===== config.mk =====
export PLATFORM = sky130hd
export DESIGN_NAME = pls_sysreg_access
export DESIGN_NICKNAME = d
export VERILOG_FILES = /design/src/pls_pkg.sv /design/src/pls_sysreg_access.sv
export SDC_FILE = /design/constraint.sdc
export NUM_CORES = 1
export LEC_CHECK = 0
export ABC_AREA = 0
export CAP_MARGIN = 30
export CORE_ASPECT_RATIO = 0.6
export CORE_MARGIN = 3
export CORE_UTILIZATION = 30
export DETAILED_ROUTE_END_ITERATION = 12
export DONT_BUFFER_PORTS = 1
export GPL_TIMING_DRIVEN = 1
export HOLD_SLACK_MARGIN = 0.06
export PLACE_DENSITY = 0.43
export SYNTH_ARGS = -nofsm -noshare
export SYNTH_HDL_FRONTEND = slang
export SYNTH_SLANG_ARGS = --single-unit

===== constraint.sdc =====
create_clock -name clk_sys -period 2.8 [get_ports clk_sys]
set_clock_uncertainty 0.05 [all_clocks]
set_input_delay 0.28 -clock clk_sys [delete_from_list [all_inputs] [get_ports clk_sys]]
set_output_delay 0.28 -clock clk_sys [all_outputs]
set_load 0.01 [all_outputs]

===== src/pls_pkg.sv =====
package pls_pkg;

    // ------------------------------------------------------------------
    // Encodings and constants
    // ------------------------------------------------------------------
    localparam logic [5:0]  SYNDROME_SYSREG   = 6'h18;
    localparam logic [15:0] DEFER_SLOT_OFFSET = 16'h0900;
    localparam logic [2:0]  NV_TRIPLE_ALIAS   = 3'h5;
    localparam logic [2:0]  NV_TRIPLE_EL1     = 3'h7;

    localparam int          ENABLE_BIT        = 63;
    localparam int          TRAP_EL0_BIT      = 49;
    localparam int          TRAP_EL1_BIT      = 48;
    localparam int          FIELD_MSB         = 47;
    localparam int          PMG_D_LSB         = 40;
    localparam int          PMG_I_LSB         = 32;
    localparam int          PARTITION_ID_D_LSB      = 16;
    localparam int          PARTITION_ID_I_LSB      = 0;

    localparam logic        RST_ENABLE        = 1'h0;
    localparam logic [47:0] RST_FIELDS        = 48'h0000_0000_0000;
    localparam logic        RST_TRAP_NO_EL3   = 1'h1;
    localparam logic        RST_TRAP_WITH_EL3 = 1'h0;

    // ------------------------------------------------------------------
    // Types
    // ------------------------------------------------------------------
    typedef enum logic [1:0] {
        PLS_EL0,
        PLS_EL1,
        PLS_EL2,
        PLS_EL3
    } pls_el_type;

    typedef enum logic [1:0] {
        PLS_SEL_EL1_LABEL,
        PLS_SEL_EL1_ALIAS_UPPER,
        PLS_SEL_EL2_LABEL,
        PLS_SEL_NONE
    } pls_sel_type;

    typedef enum logic [2:0] {
        PLS_RESP_DONE,
        PLS_RESP_UNDEF,
        PLS_RESP_TRAP_EL2,
        PLS_RESP_TRAP_EL3,
        PLS_RESP_DEFER
    } pls_resp_kind_type;

    typedef struct packed {
        logic        valid;
        logic        write;
        pls_sel_type sel;
        pls_el_type  el;
        logic [63:0] wdata;
    } pls_req_type;

    typedef struct packed {
        logic el2_enabled;
        logic el2_is_64bit;
        logic host_extension_mode;
        logic nested_virt_bit;
        logic nested_virt_bit1;
        logic nested_virt_bit2;
        logic lower_level_trap;
        logic el3_label_enable;
        logic halted;
        logic secure_debug_disable;
    } pls_cfg_type;

    typedef struct packed {
        logic              valid;
        pls_resp_kind_type kind;
        logic [5:0]        syndrome;
        logic [63:0]       rdata;
        logic [15:0]       defer_offset;
        logic              defer_write;
        logic [63:0]       defer_wdata;
    } pls_resp_type;

    typedef struct packed {
        logic       valid;
        pls_el_type el;
        logic       instr;
    } pls_mreq_type;

    typedef struct packed {
        logic        valid;
        logic [15:0] partition_id;
        logic [7:0]  monitor_group;
    } pls_label_type;

endpackage : pls_pkg


===== src/pls_sysreg_access.sv =====
`timescale 1ns/1ps
// Summary of operation
// - Label register or upper alias access from EL0 is undefined.
// - EL1 alias access with triple 101 goes to deferred slot 0x900.
// - Other EL1 alias accesses trap 0x18 to EL3 or EL2 if nested; else undefined.
// - EL2 alias access reaches EL1 register only with host extension mode set.
// - EL3 alias access needs EL2 enabled, 64-bit EL2 and host extension mode.
// - Lower-level trap sends EL1/EL2 accesses to EL3, class 0x18; first only for EL1 register access and EL2 register at EL2.
// - An EL3 trap while halted with secure debug disable becomes undefined.
// - Untrapped, unredirected EL1 write stores source bits 47..0 in EL1 register.
// - EL1 access with EL2 trap bit set traps to EL2, class 0x18.
// - EL1 access with triple 111 goes to deferred slot 0x900.
// - EL2 register is 64 bits and labels requests made at EL2.
// - EL2 register does not label anything while EL2 is disabled.
// - Enable bit 63 is one bit shared by EL1, EL2 and EL3 registers.
// - Enable low gives default identifiers; high uses the EL1 register at EL0/EL1, the EL2 register at EL2, defaults at EL3.
// - Enable in EL2 register writable without EL3, else mirrors EL3 bit.
// - Warm reset clears the enable bit.
module pls_sysreg_access #(
    parameter bit          HAS_EL3        = 1'b1,
    parameter logic [15:0] DEFAULT_PARTITION_ID = 16'h0000,
    parameter logic [7:0]  DEFAULT_PMG    = 8'h00
) (
    input  wire logic              clk_sys,
    input  wire logic              rst,
    input  wire pls_pkg::pls_req_type   req,
    input  wire pls_pkg::pls_cfg_type   cfg,
    input  wire pls_pkg::pls_mreq_type  mreq,
    output pls_pkg::pls_resp_type       resp,
    output pls_pkg::pls_label_type      label,
    output logic                        label_enable
);
    import pls_pkg::*;

    // ------------------------------------------------------------------
    // Access decisions
    // ------------------------------------------------------------------
    typedef enum logic [2:0] {
        ACT_UNDEF,
        ACT_TRAP_EL2,
        ACT_TRAP_EL3,
        ACT_DEFER,
        ACT_EL1_REG,
        ACT_EL2_REG
    } pls_act_type;

    // ------------------------------------------------------------------
    // State
    // ------------------------------------------------------------------
    logic [47:0]   el1_fields_ff;
    logic [47:0]   nxt_el1_fields;
    logic [47:0]   el2_fields_ff;
    logic [47:0]   nxt_el2_fields;
    logic [1:0]    el2_traps_ff;
    logic [1:0]    nxt_el2_traps;
    logic          el2_enable_ff;
    logic          nxt_el2_enable;
    logic          enable_ff;
    logic          nxt_enable;
    pls_resp_type  resp_ff;
    pls_resp_type  nxt_resp;
    pls_label_type label_ff;
    pls_label_type nxt_label;

    logic          eff_enable;
    logic [2:0]    nv_triple;
    pls_act_type   act;
    pls_act_type   el3_trap_act;
    logic [63:0]   el1_view;
    logic [63:0]   el2_view;

    localparam logic RST_TRAP = HAS_EL3 ? RST_TRAP_WITH_EL3 : RST_TRAP_NO_EL3;

    // ------------------------------------------------------------------
    // Shared enable and register views
    // ------------------------------------------------------------------
    // One enable only: with EL3 the EL3 bit owns it, no local copy is read
    assign eff_enable = HAS_EL3 ? cfg.el3_label_enable : el2_enable_ff;
    assign nv_triple  = {cfg.nested_virt_bit2, cfg.nested_virt_bit1, cfg.nested_virt_bit};
    // Bits 62..48 of the EL1 view and 62..50 of the EL2 view read zero
    assign el1_view   = {eff_enable, 15'h0000, el1_fields_ff};
    assign el2_view   = {eff_enable, 4'h0, 9'h000, el2_traps_ff, el2_fields_ff};

    // Debug-halted cores with secure debug disabled must not enter EL3
    assign el3_trap_act = (cfg.halted && cfg.secure_debug_disable) ? ACT_UNDEF
                                                                    : ACT_TRAP_EL3;

    // ------------------------------------------------------------------
    // Decision tree per register and level
    // ------------------------------------------------------------------
    always_comb begin
        act = ACT_UNDEF;
        unique case (req.sel)
            PLS_SEL_EL1_LABEL: begin
                unique case (req.el)
                    PLS_EL0: act = ACT_UNDEF;
                    PLS_EL1: begin
                        if (HAS_EL3 && cfg.lower_level_trap) begin
                            act = el3_trap_act;
                        end else if (cfg.el2_enabled && el2_traps_ff[0]) begin
                            act = ACT_TRAP_EL2;
                        end else if (cfg.el2_enabled && nv_triple == NV_TRIPLE_EL1) begin
                            act = ACT_DEFER;
                        end else begin
                            act = ACT_EL1_REG;
                        end
                    end
                    PLS_EL2: begin
                        if (HAS_EL3 && cfg.lower_level_trap) begin
                            act = el3_trap_act;
                        end else if (cfg.host_extension_mode) begin
                            act = ACT_EL2_REG;
                        end else begin
                            act = ACT_EL1_REG;
                        end
                    end
                    PLS_EL3: act = ACT_EL1_REG;
                endcase
            end
            PLS_SEL_EL1_ALIAS_UPPER: begin
                unique case (req.el)
                    PLS_EL0: act = ACT_UNDEF;
                    PLS_EL1: begin
                        if (cfg.el2_enabled && nv_triple == NV_TRIPLE_ALIAS) begin
                            act = ACT_DEFER;
                        end else if (cfg.el2_enabled && cfg.nested_virt_bit) begin
                            if (HAS_EL3 && cfg.lower_level_trap) begin
                                act = el3_trap_act;
                            end else begin
                                act = ACT_TRAP_EL2;
                            end
                        end else begin
                            act = ACT_UNDEF;
                        end
                    end
                    PLS_EL2: begin
                        if (!cfg.host_extension_mode) begin
                            act = ACT_UNDEF;
                        end else if (HAS_EL3 && cfg.lower_level_trap) begin
                            act = el3_trap_act;
                        end else begin
                            act = ACT_EL1_REG;
                        end
                    end
                    PLS_EL3: begin
                        if (cfg.el2_enabled && cfg.el2_is_64bit && cfg.host_extension_mode) begin
                            act = ACT_EL1_REG;
                        end else begin
                            act = ACT_UNDEF;
                        end
                    end
                endcase
            end
            PLS_SEL_EL2_LABEL: begin
                unique case (req.el)
                    PLS_EL0: act = ACT_UNDEF;
                    PLS_EL1: begin
                        if (cfg.el2_enabled && cfg.nested_virt_bit) begin
                            act = (HAS_EL3 && cfg.lower_level_trap) ? el3_trap_act
                                                                    : ACT_TRAP_EL2;
                        end else begin
                            act = ACT_UNDEF;
                        end
                    end
                    PLS_EL2: begin
                        act = (HAS_EL3 && cfg.lower_level_trap) ? el3_trap_act
                                                                : ACT_EL2_REG;
                    end
                    PLS_EL3: act = ACT_EL2_REG;
                endcase
            end
            PLS_SEL_NONE: act = ACT_UNDEF;
        endcase
    end

    // ------------------------------------------------------------------
    // Register file next state
    // ------------------------------------------------------------------
    // Fields and EL2 trap bits change on writes, the EL2 enable flop only without EL3; reserved bits have no flops
    always_comb begin
        nxt_el1_fields = el1_fields_ff;
        nxt_el2_fields = el2_fields_ff;
        nxt_el2_traps  = el2_traps_ff;
        nxt_el2_enable = el2_enable_ff;
        if (req.valid && req.write && act == ACT_EL1_REG) begin
            nxt_el1_fields = req.wdata[FIELD_MSB:0];
        end
        if (req.valid && req.write && act == ACT_EL2_REG) begin
            nxt_el2_fields = req.wdata[FIELD_MSB:0];
            nxt_el2_traps  = req.wdata[TRAP_EL0_BIT:TRAP_EL1_BIT];
            if (!HAS_EL3) begin
                nxt_el2_enable = req.wdata[ENABLE_BIT];
            end
        end
        nxt_enable = eff_enable;
    end

    // ------------------------------------------------------------------
    // Response next state
    // ------------------------------------------------------------------
    always_comb begin
        nxt_resp              = '0;
        nxt_resp.valid        = req.valid;
        nxt_resp.kind         = PLS_RESP_UNDEF;
        nxt_resp.defer_write  = req.write;
        unique case (act)
            ACT_UNDEF: nxt_resp.kind = PLS_RESP_UNDEF;
            ACT_TRAP_EL2: begin
                nxt_resp.kind     = PLS_RESP_TRAP_EL2;
                nxt_resp.syndrome = SYNDROME_SYSREG;
            end
            ACT_TRAP_EL3: begin
                nxt_resp.kind     = PLS_RESP_TRAP_EL3;
                nxt_resp.syndrome = SYNDROME_SYSREG;
            end
            ACT_DEFER: begin
                nxt_resp.kind         = PLS_RESP_DEFER;
                nxt_resp.defer_offset = DEFER_SLOT_OFFSET;
                nxt_resp.defer_wdata  = req.write ? req.wdata : 64'h0000_0000_0000_0000;
            end
            ACT_EL1_REG: begin
                nxt_resp.kind  = PLS_RESP_DONE;
                nxt_resp.rdata = req.write ? 64'h0000_0000_0000_0000 : el1_view;
            end
            ACT_EL2_REG: begin
                nxt_resp.kind  = PLS_RESP_DONE;
                nxt_resp.rdata = req.write ? 64'h0000_0000_0000_0000 : el2_view;
            end
        endcase
        if (!req.valid) begin
            nxt_resp = '0;
        end
    end

    // ------------------------------------------------------------------
    // Label generation for memory requests
    // ------------------------------------------------------------------
    // EL3 labels come from a register outside this block: defaults here
    always_comb begin
        nxt_label               = '0;
        nxt_label.valid         = mreq.valid;
        nxt_label.partition_id  = DEFAULT_PARTITION_ID;
        nxt_label.monitor_group = DEFAULT_PMG;
        if (mreq.valid && eff_enable) begin
            unique case (mreq.el)
                PLS_EL0, PLS_EL1: begin
                    nxt_label.partition_id  = mreq.instr
                        ? el1_fields_ff[PARTITION_ID_I_LSB +: 16]
                        : el1_fields_ff[PARTITION_ID_D_LSB +: 16];
                    nxt_label.monitor_group = mreq.instr
                        ? el1_fields_ff[PMG_I_LSB +: 8]
                        : el1_fields_ff[PMG_D_LSB +: 8];
                end
                PLS_EL2: begin
                    if (cfg.el2_enabled) begin
                        nxt_label.partition_id  = mreq.instr
                            ? el2_fields_ff[PARTITION_ID_I_LSB +: 16]
                            : el2_fields_ff[PARTITION_ID_D_LSB +: 16];
                        nxt_label.monitor_group = mreq.instr
                            ? el2_fields_ff[PMG_I_LSB +: 8]
                            : el2_fields_ff[PMG_D_LSB +: 8];
                    end
                end
                PLS_EL3: begin
                    nxt_label.partition_id  = DEFAULT_PARTITION_ID;
                    nxt_label.monitor_group = DEFAULT_PMG;
                end
            endcase
        end
        if (!mreq.valid) begin
            nxt_label = '0;
        end
    end

    // ------------------------------------------------------------------
    // Registers
    // ------------------------------------------------------------------
    // Warm reset: enable cleared, identifier fields to a known zero
    always_ff @(posedge clk_sys) begin
        if (rst) begin
            el1_fields_ff <= RST_FIELDS;
            el2_fields_ff <= RST_FIELDS;
            el2_traps_ff  <= {RST_TRAP, RST_TRAP};
            el2_enable_ff <= RST_ENABLE;
            enable_ff     <= RST_ENABLE;
            resp_ff       <= '0;
            label_ff      <= '0;
        end else begin
            el1_fields_ff <= nxt_el1_fields;
            el2_fields_ff <= nxt_el2_fields;
            el2_traps_ff  <= nxt_el2_traps;
            el2_enable_ff <= nxt_el2_enable;
            enable_ff     <= nxt_enable;
            resp_ff       <= nxt_resp;
            label_ff      <= nxt_label;
        end
    end

    assign resp         = resp_ff;
    assign label        = label_ff;
    assign label_enable = enable_ff;

endmodule : pls_sysreg_access


==> results.md, run 1 <==
Run status:
- The flow ran to the end, and the final reports show no timing, DRC or antenna violations.

Logic synthesis:
- The commonest register cell after synthesis is dfxtp_1.
- Synthesis produced a netlist whose cell count is 901.
- In the post-synthesis netlist, the biggest area contributors are dfxtp_1, mux2i_1, nand2b_1.
- In this run, synthesis produced a sequential element count of 245.
- After synthesis, the share of flip-flops with an asynchronous set or reset is 0%.
- The mapped netlist covers 0.00967 mm2.
- The commonest cells after synthesis are dfxtp_1, mux2i_1, nand2b_1.
- The number of enable flip-flop cells after synthesis is 0.
- The sequential cell area fraction in the yosys report is 50.7%.
- The Yosys step of the flow raised 0 warnings.
- A synthesized cell averages 10.7 um2.
- The count of cell types in the netlist is 45.
- Of all cell types, the one taking the most synthesized area is dfxtp_1.
- The synthesized design devotes to its leading area cell type 50.7% of total area.
- dfxtp_1 is the most common cell in the netlist.

Floorplanning:
- The width of the chip is 238 um.
- The effective utilization at floorplan is 30.7%.
- After floorplanning, the core was sized to cover 0.0315 mm2.
- The die area is 0.0345 mm2.
- The die is 145 um tall.
- The count of boundary I/O pins is 267.
- The row count is 50.

GRT:
- Summed over all layers, the global routing overflow is 0.
- The global routing usage summed across all routing layers is 15.1%.
- The number of antenna violations at the first check in global routing is 1.
- The global-route wire length before repair is 40,800 um.
- The pin count of the biggest net entering global routing is 152.
- The via count of the first global-routing pass was 6,364.

Detailed routing:
- The starting DRC count in detailed routing is 211.
- Dividing the detail-routed wire length by the instance count gives 19.3 um.
- After detailed routing, the number of vias per cell comes to 4.47.
- The pre-antenna-repair detailed-routing pass consisted of 4 iterations.
- Summed over all layers, the routed wires come to 26,800 um.
- Detailed routing inserted a total of 6,206 vias.
- The post-detailed-route count of antenna-violating nets is 0.
- In the routed design, unresolved DRC markers number 0.

Placed design:
- After legalization and detailed placement, the total HPWL measured 16,800 um.
- The routability congestion estimate is 0.700.
- The number of port buffers is 0.

Clocking:
- The clock sink count is 245.
- The clock-pin slew on the worst setup and hold paths is 60 ps.
- The TritonCTS clock tree is done.
- The TritonCTS buffer count is 26.
- CTS built an H-tree with a depth of 1.
- The clock reaches the later pin of the worst-skew pair after 530 ps.
- Counting along the longest clock path gives a buffer depth of 3.
- The clock tree root buffer cell is clkbuf_16.

Critical path:
- Data on the critical path is required at its endpoint by 3140 ps.
- The path type of the worst setup path is flip-flop to flip-flop.
- For the worst setup path, the data arrival time is 2570 ps.
- STA classifies the critical path endpoint as a flip-flop.
- STA classifies the critical path startpoint as a flip-flop.
- The largest fanout on the critical path is 16.

STA:
- The final count of hold timing violations is 0.
- The worst-case hold slack is 86.3 ps.
- The total negative slack is 0 ps.
- The final critical-path share of the clock period is 79.5%.
- The final critical-path required period is 2230 ps.
- The setup violation total in the final timing report is 0.
- Timing would allow up to 0.449 GHz.
- The number of pins exceeding their max-slew limit in the final report is 0.
- For the pin with the worst max-slew slack, the measured transition is 615 ps.
- Setup repair after global routing left no endpoint under its margin.
- Headroom to the max-slew limit came out at 58.9%.

Cells and area:
- The layout-stage area growth over the synthesis result is 19.9%.
- The share of the core filled with cells in the final layout is 36.8%.
- The antenna diode count is 0.
- The number of nets in the final layout is 1,042.
- The post-route netlist has 6.90% of its cells at a drive strength greater than 1.

Power and ir drop:
- In this run the static leakage power is 4.77 nW.
- The worst ir drop on vdd is 0.000438 V.
- Power spread over the standard cell area amounts to 665 mW/mm2.

Min path:
- The tightest min-delay check is of the input port to flip-flop type.

Job:
- Across the run, the number of max-cap violations was 0.
-- placed cells by master (no fill, tap or decap), types with 2 or more instances in the layout --
| cell type | n |
|---|---|
| clkbuf_8 | 4 |
| o311ai_1 | 2 |
| bufinv_16 | 5 |
| nand2b_1 | 152 |
| nand3b_1 | 2 |
| dlygate4sd3_1 | 74 |
| o22a_1 | 24 |
| dfxtp_1 | 245 |
| nor4_1 | 3 |
| conb_1 | 31 |
| inv_1 | 5 |
| buf_12 | 3 |
| buf_16 | 2 |
| nor2b_1 | 2 |
| clkbuf_16 | 27 |
| clkinv_2 | 2 |
| and2_1 | 66 |
| nand2_1 | 5 |
| mux2i_1 | 194 |
| buf_4 | 12 |
| nor3b_1 | 2 |
| nor2_1 | 76 |
| xnor2_1 | 2 |
| clkbuf_1 | 4 |
-- final cells by class --
type                            instances  area [um2]
Clock inverter                          8         168
Timing Repair Buffer                   91         946
Multi-Input combinational cell        587        4290
Sequential cell                       245        4900
Inverter                                5        18.8
Fill cell                            3100       19900
Tap cell                              416         520
Clock buffer                           35         746
-- sequential cells by signal (all words and copies together), names as in the netlist --
name and count:
el2_traps_ff 2, el1_fields_ff 48, label_enable 1, label 25, resp 121, el2_fields_ff 48
-- cells by family after synthesis --
group	Yosys count	share of synthesized area, %
compound gates	41	3.62
xor+xnor	2	0.181
buf+inv	99	6.35
flops	245	50.7
mux	194	20.1
other cells	1	0.0388
simple gates	319	19.0
-- metrics by stage --
step / power, mW / std cells / instance area [um2] / setup WS (ps)
2_1_floorplan: 3.92 / 931 / 9790 / 742
3_3_place_gp: 3.91 / 1267 / 9870 / 507
3_5_place_dp: 3.91 / 1267 / 9870 / 478
4_1_cts: 7.86 / 1387 / 11600 / 532
5_1_grt: 8.03 / 1387 / 11600 / 436
6_report: 7.71 / 1387 / 11600 / 574
-- worst paths after layout --
path,from,to,slack (ps),cells past startpoint
worst max-delay path,el2_traps_ff[0],resp[84],570,7
worst min register to register,el2_fields_ff[2],el2_fields_ff[2],440,2
worst max register to register,el2_traps_ff[0],resp[84],570,7
worst min-delay path,req[67],resp[73],90,4
-- critical path, cell delays in order, from the launching register on --
cell and delay, ps:
dfxtp_1 340, and2_1 160, o21bai_1 190, a221oi_4 260, buf_4 300, buf_4 360, mux2i_1 330, nor2_1 90
-- per-layer routing --
metal  vias up  GRT usage (%)  share of wire, %
met5         -              0                 0
met4         0           2.98               1.6
met3        31           3.59               4.5
met2       133           23.7                44
met1      3008           21.2                50
li1       3034              -                 -
-- what timing repair did --
action / 4_1_cts / 5_1_grt
hold endpoints to repair: 195 / 0
resized for setup: 0 / 0
setup buffers: 0 / 0
hold buffers: 77 / 0
-- power by group --
| group | switching, mW | total [mW] | internal, mW |
|---|---|---|---|
| registers | 0.0239 | 3.54 | 3.51 |
| logic | 0.241 | 0.458 | 0.217 |
| clock network | 1.41 | 3.72 | 2.31 |
No activity file was read; power rests on OpenSTA's default activity.
==> run 2: changes to the inputs <==
PLACE_DENSITY = 0.44   (was 0.43)
clock period = 2 ns   (was 2.8 ns; I/O delays follow)
==> run 2 against run 1 <==
Net effect:
- maximum frequency grew 14%
- wire length grew 4.2%
- global-route usage shrank 0.11 points
- count of clock-buffer cells in the layout shrank 2
- non-clock buffer count grew 36
- via count grew 2.6%
- power grew 43%
- worst hold slack gained 16 ps
- critical path depth is the same
- core utilization grew 1.9 points
- worst setup slack lost 520 ps
- cell count grew 3.0%
- largest cell class unchanged
- largest power group unchanged
==> results.md, run 2 (synthesis gave the netlist of run 1 again) <==
Cells and area:
- The number of cells in the finished layout apart from fillers was 1,429 (+3.0%).
- The number of nets in the final layout is 1,078 (+3.5%).
- The number of flip-flops in the largest register came to 121 (unchanged).
- The area taken by multi-input logic gates was 0.00436 mm2 (+1.7%).
- Leaving out fill and tap cells, the most frequent cell in the layout is dfxtp_1.
- The area used by sequential logic in the layout is 0.00491 mm2 (+0.15%).
- The final instance area is 0.0122 mm2 (+5.2%).
- The ratio of cells with drive above 1 in the final layout is 11.4% (+4.5 points).
- The final-layout fill cell count is 3,084 (-0.52%).
- Leaving out fill and tap cells, the most frequent cells in the layout are dfxtp_1, mux2i_1, nand2b_1, dlygate4sd3_1, nor2_1.
- The layout-stage area growth over the synthesis result is 26.1%.

Critical path:
- The arrival time of data at the critical path endpoint is 2360 ps (-210 ps).
- The kind of cell with the highest combined delay on the critical path is compound AO/OA/AOI/OAI gates.
- The path type of the worst setup path is flip-flop to flip-flop.
- Traced cell by cell, the critical path runs through and2_4, o21bai_4, a221oi_4, buf_6, and3_4, clkbuf_16, mux2i_1.
- The slowest stage of the critical path belongs to the cell dfxtp_2.
- The register-to-register setup slack came to 60 ps (-520 ps).
- The data required time at the worst endpoint is 2410 ps (-730 ps).
- The largest fanout on the critical path is 6 (-10).
- The critical path buffer and inverter count is 2 (unchanged).
- The worst stage delay on the critical path is 330 ps (-30 ps).
- The startpoint type of the worst setup path is a flip-flop.
- The kind of end point of the critical path is a flip-flop.

Clocking:
- The maximum level of the CTS H-tree is 1 (unchanged).
- The clock tree root buffer cell is clkbuf_16.
- The TritonCTS buffer count is 26 (unchanged).
- The clock latency of the later-clocked register in the worst-skew pair is 540 ps (about the same).
- The clock sink count is 245 (unchanged).
- TritonCTS built the clock tree.
- The clock-pin slew on the worst setup and hold paths is 70 ps (about the same).
- The number of buffers on the longest clock path came to 3 (unchanged).

Floorplanning:
- The die area is 0.0345 mm2 (unchanged).
- The width of the chip is 238 um (unchanged).
- The chip height came to 145 um (unchanged).
- The count of boundary I/O pins was 267 (unchanged).
- The effective utilization at floorplan was 30.7% (unchanged).
- The row count is 50 (unchanged).
- The placeable core region is 0.0315 mm2 (unchanged).

Power and ir drop:
- The share of total power in sequential cells came to 44.8% (-1.0 points).
- The part of the total power dissipated in combinational logic came to 6.7% (+0.8 points).
- The overall power after layout is 11.0 mW (+43%).
- The net load switching power is 2.51 mW (+50%).
- The reported leakage power is 5.03 nW (+5.6%).
- The switching part of the total is 22.7% (+1.0 points).
- The power density relative to cell area came to 905 mW/mm2 (+36%).
- The cell internal power dissipation is 8.53 mW (+41%).
- The worst ir drop on vdd is 0.000516 V (+18%).
- The clock network fraction of total power is 48.5% (+0.3 points).

Min path:
- The type of the most critical hold path is input port to flip-flop.

Detailed routing:
- The total via count in the routed design was 6,370 (+2.6%).
- The total routed wirelength is 27,900 um (+4.2%).
- The post-detailed-route count of antenna-violating nets was 0 (unchanged).
- The starting DRC count in detailed routing is 254 (+20%).
- The number of iterations in the first detailed-routing pass was 4 (unchanged).
- The remaining design rule violation count is 0 (unchanged).
- The average wire length per cell after detail routing is 19.5 um (+1.1%).
- The average vias per placed instance is 4.46 (-0.37%).

GRT:
- The global-route wire length before repair is 40,900 um (+0.17%).
- The via count of the first global-routing pass is 6,617 (+4.0%).
- The pin count of the biggest net entering global routing was 153 (+0.66%).
- The sum of overflow across all layers after global routing is 0 (unchanged).
- The number of antenna violations at the first check in global routing is 1 (unchanged).
- The global routing usage summed across all routing layers was 15.0% (-0.11 points).

STA:
- The final count of hold timing violations came to 0 (unchanged).
- The worst-case hold slack is 102 ps (+15.8 ps).
- Setup repair after global routing could not meet its margin everywhere.
- The slew of the pin with the lowest slew margin is 530 ps (-85.2 ps).
- The number of pins exceeding their max-slew limit in the final report is 0 (unchanged).
- The final critical-path share of the clock period is 97.2% (+18 points).
- The total negative slack is 0 ps (unchanged).
- The tightest slew margin relative to the limit came to 64.7% (+5.8 points).
- The achievable clock frequency is 0.514 GHz (+14%).
- The setup violation total in the final timing report was 0 (unchanged).
- The final critical-path required period came to 1940 ps (-281 ps).

Job:
- The number of max-cap violations is 0 (unchanged).

Placed design:
- The area of placed instances is 0.0101 mm2 (+2.1%).
- The routability congestion estimate is 0.722 (+3.1%).
- The number of port buffers is 0 (unchanged).
- The detailed placement HPWL came to 17,000 um (+1.2%).
- The number of placed cells counting well taps is 1,284 (+1.3%).

Run status:
- The run finished with clean final reports.
==> run 2: cell count changes in the layout (fill, tap and decap cells not counted), moves of 4 or more <==
cell	change
dfxtp_2	+6
clkbuf_16	+5
buf_6	+4
buf_4	+11
dlygate4sd3_1	+7
dfxtp_1	-6
buf_12	+7
==> run 2: area by class of cell <==
cell class | count | area share, %
timing repair buffer | 127 | 11.8
inverter | 5 | 0.154
sequential | 245 | 40.3
clock inverter | 15 | 1.79
multi-input combinational | 587 | 35.8
clock buffer | 33 | 5.97
tap | 416 | 4.27
antenna | 1 | 0.0205
==> run 2: final timing paths <==
| path | startpoint | endpoint | cells after the start |
|---|---|---|---|
| setup / recovery | el2_traps_ff[0] | el1_fields_ff[42] | 7 |
| hold / removal | req[66] | resp[151] | 3 |
| setup reg to reg | el2_traps_ff[0] | el1_fields_ff[42] | 7 |
| hold reg to reg | el2_traps_ff[1] | el2_traps_ff[1] | 2 |
==> run 2: per-layer routing <==
metal / track usage, % / vias up / share of wire, %
met5: 0 / - / 0
met4: 2.89 / 0 / 1.7
met3: 3.48 / 28 / 5.0
met2: 23.0 / 161 / 43
met1: 21.6 / 3067 / 51
li1: - / 3114 / -
==> run 2: timing repair <==
action                                 4_1_cts  5_1_grt
setup endpoints to repair                   70      196
gates resized for setup                      4       22
hold buffers                                84        0
endpoints found under the hold margin      196        0
buffers inserted                             1        4
pin swaps                                    2        3
gates cloned                                 0        7
==> run 2: tightest hold or removal path: stages <==
cell      delay, ps
o21ai_1         140
a221oi_1        130
and2_1          170
==> run 2: power groups by stage <==
stage          clock [mW]  sequential [mW]  combinational [mW]
6_report             5.35             4.95               0.744
5_1_grt              5.74             4.95               0.803
4_1_cts              5.53             4.95               0.694
3_5_place_dp            0             5.06               0.448
3_3_place_gp            0             5.06               0.448
2_1_floorplan           0             5.05               0.444
==> run 2: metrics by stage <==
step / setup WS [ps] / util [%]
after floorplan: 22.1 / -
after global placement: -42.6 / 32.0
after detailed placement: -83.4 / 32.0
after CTS: -41.0 / 38.0
after global routing: -44.8 / 38.8
final: 55.7 / 38.8
==> run 3: changes to the inputs <==
BUFFER_PORTS_ARGS = -buffer_cell sky130_fd_sc_hd__buf_2   (was default)
DONT_BUFFER_PORTS = default   (was 1)
PLACE_DENSITY = 0.52   (was 0.44)
==> run 3 against run 2 <==
Net effect:
- via count grew 13%
- wire length increased by 0.26%
- sequential share of layout area decreased by 3.1 points
- non-clock buffer count rose by 240
- core utilization is 3.1 points higher
- first-iteration DRC count shrank 7.5%
- power down 6.1%
==> results.md, run 3 (synthesis gave the netlist of run 1 again) <==
STA:
- The setup violation total in the final timing report was 0 (unchanged).
- The achievable clock frequency came to 0.519 GHz (+0.82%).
- The final critical-path required period is 1930 ps (-15.8 ps).
- The final count of hold timing violations is 0 (unchanged).
- Setup repair after global routing could not meet its margin everywhere.
- The slew of the pin with the lowest slew margin is 634 ps (+104 ps).
- The number of pins exceeding their max-slew limit in the final report is 0 (unchanged).
- The tightest slew margin relative to the limit is 57.8% (-6.9 points).
- The final critical-path share of the clock period is 96.4% (-0.79 points).
- The worst-case hold slack is 133 ps (+30.4 ps).

Floorplanning:
- The effective utilization at floorplan is 30.7% (unchanged).
- The die area came to 0.0345 mm2 (unchanged).
- The count of boundary I/O pins came to 267 (unchanged).
- The chip height came to 145 um (unchanged).
- The placeable core region came to 0.0315 mm2 (unchanged).
- The width of the chip is 238 um (unchanged).
- The row count was 50 (unchanged).

GRT:
- The sum of overflow across all layers after global routing came to 0 (unchanged).
- The pin count of the biggest net entering global routing is 152 (-0.65%).
- The via count of the first global-routing pass is 7,383 (+12%).
- The global routing usage summed across all routing layers is 15.3% (+0.32 points).
- The number of antenna violations at the first check in global routing is 1 (unchanged).
- The global-route wire length before repair is 42,600 um (+4.0%).

Critical path:
- The critical path buffer and inverter count came to 2 (unchanged).
- The path depth of the worst reg2reg path is 7 (unchanged).
- The critical path in this run is classified as flip-flop to flip-flop.
- The kind of cell with the highest combined delay on the critical path is simple AND/OR/NAND/NOR gates.
- The cell at the slowest stage of the critical path is dfxtp_2.
- The startpoint type of the worst setup path is a flip-flop.
- The capturing point of the worst reg2reg path is el1_fields_ff[26].
- The data required time at the worst endpoint is 2400 ps (about the same).
- The largest fanout on the critical path came to 7 (+1).
- The register-to-register setup slack came to 70 ps (+20 ps).
- The worst stage delay on the critical path is 320 ps (about the same).
- The arrival time of data at the critical path endpoint came to 2330 ps (-30 ps).
- The worst register-to-register path begins at el2_traps_ff[0].
- The kind of end point of the critical path is a flip-flop.
- The signal on the critical path passes through and2_4, o21bai_4, a221oi_4, buf_6, and3_4, clkbuf_16, mux2i_1.

Detailed routing:
- The detailed-routed wire length on met3 is 1570 um (+11%).
- The sum of met2 wire segment lengths after detailed routing is 11,700 um (-1.0%).
- The total via count in the routed design came to 7,222 (+13%).
- The average vias per placed instance was 4.33 (-2.8%).
- The total routed wirelength was 28,000 um (+0.26%).
- The top layer reached by signal wires is met5.
- The post-detailed-route count of antenna-violating nets is 0 (unchanged).
- The starting DRC count in detailed routing is 235 (-7.5%).
- The number of iterations in the first detailed-routing pass came to 4 (unchanged).
- The remaining design rule violation count is 0 (unchanged).
- The routed length on met1 is 14,300 um (+0.80%).
- The average wire length per cell after detail routing is 16.8 um (-14%).

Clocking:
- The number of buffers on the longest clock path is 3 (unchanged).
- The maximum level of the CTS H-tree is 1 (unchanged).
- The TritonCTS buffer count was 25 (-3.8%).
- The clock-pin slew on the worst setup and hold paths was 60 ps (about the same).
- The clock latency of the later-clocked register in the worst-skew pair is 540 ps (about the same).
- The tree is rooted in a clkbuf_16.
- The clock sink count is 245 (unchanged).
- The TritonCTS clock tree is done.

Cells and area:
- The layout-stage area growth over the synthesis result is 36.3%.
- The number of nets in the final layout is 1,317 (+22%).
- The final instance area is 0.0132 mm2 (+8.1%).
- The share of the core filled with cells in the final layout is 41.9% (+3.1 points).
- The ratio of cells with drive above 1 in the final layout is 28.4% (+17 points).
- The number of cells in the finished layout apart from fillers came to 1,666 (+17%).
- The final-layout fill cell count came to 3,105 (+0.68%).
- The library cell used most frequently in the layout, excluding fill and tap cells, is dfxtp_1.
- The number of flip-flops in the largest register is 121 (unchanged).
- Leaving out fill and tap cells, the most frequent cells in the layout are dfxtp_1, buf_2, mux2i_1, nand2b_1, nor2_1.

Job:
- The number of max-cap violations came to 0 (unchanged).

Placed design:
- The detailed placement HPWL is 18,200 um (+7.1%).
- The routability congestion estimate was 0.772 (+7.1%).
- The number of placed cells counting well taps is 1,541 (+20%).
- The area of placed instances is 0.0114 mm2 (+14%).
- The number of port buffers is 235 (+235).

Power and ir drop:
- The power density relative to cell area is 786 mW/mm2 (-13%).
- The net load switching power was 2.40 mW (-4.3%).
- The clock network fraction of total power is 44.3% (-4.2 points).
- The share of total power in sequential cells is 47.6% (+2.8 points).
- The overall power after layout is 10.4 mW (-6.1%).
- The cell internal power dissipation is 7.97 mW (-6.6%).
- The part of the total power dissipated in combinational logic is 8.1% (+1.4 points).
- The reported leakage power is 6.16 nW (+22%).
- The worst ir drop on vdd came to 0.000638 V (+24%).
- The switching part of the total is 23.2% (+0.43 points).

Min path:
- The worst hold path begins at mreq[2].
- For hold timing, the worst endpoint is label[23].
- The min-delay analysis places its worst path in the category input port to flip-flop.
- The cell count of the worst hold path is 3 (unchanged).

Run status:
- The flow ran to the end, and the final reports show no timing, DRC or antenna violations.
==> run 3: metal layers <==
layer / track usage (%) / up-vias
met3: 3.36 / 34
met2: 23.6 / 182
li1: - / 3592
met1: 22.3 / 3412
met5: 0 / -
met4: 2.46 / 2
==> run 3: cell type report <==
cell class                      instances  area, um2  area share, %
Tap cell                              416        520           3.95
Antenna cell                            1       2.50         0.0190
Clock buffer                           37        721           5.46
Timing Repair Buffer                  367       2600           19.7
Inverter                                5       18.8          0.142
Multi-Input combinational cell        587       4350           33.0
Clock inverter                          8       71.3          0.541
Sequential cell                       245       4910           37.2
==> run 3: power by group through the flow <==
stage | Combinational [mW] | Clock, mW | Sequential (mW)
6_report | 0.840 | 4.59 | 4.94
5_1_grt | 0.910 | 4.94 | 4.94
4_1_cts | 0.800 | 4.75 | 4.94
3_5_place_dp | 0.692 | 0 | 5.05
3_3_place_gp | 0.695 | 0 | 5.05
2_1_floorplan | 0.444 | 0 | 5.05
==> run 3: worst max path at each step <==
stage | startpoint | end | slack [ps] | cells after the start
after floorplan | req[66] | resp[10] | 20 | 7
after global placement | cfg[3] | resp[11] | -250 | 8
after global routing | el2_traps_ff[0] | el1_fields_ff[46] | -8 | 7
final | el2_traps_ff[0] | el1_fields_ff[26] | 70 | 7
after detailed placement | req[64] | resp[11] | -310 | 8
after CTS | el2_traps_ff[0] | resp[11] | -30 | 7
==> run 3: through the flow <==
step / worst slack [ps] / TNS [ps]
global route: -8.02 / -22.7
finish: 71.4 / 0
global placement: -249 / -28070
CTS: -27.7 / -169
floorplan: 22.1 / 0
detailed placement: -308 / -29820
==> run 3: what timing repair did <==
| action | in CTS | in global routing |
|---|---|---|
| setup buffers | 1 | 2 |
| cloned | 0 | 6 |
| hold buffers | 70 | 0 |
| pin swaps | 1 | 2 |
| resized for setup | 5 | 19 |
| endpoints found under the hold margin | 171 | 0 |
| setup endpoints to repair | 64 | 199 |
==> run 3: worst min-delay path, cell delays in order <==
cell	delay, ps
buf_2	250
o22a_1	190
nor2_1	40
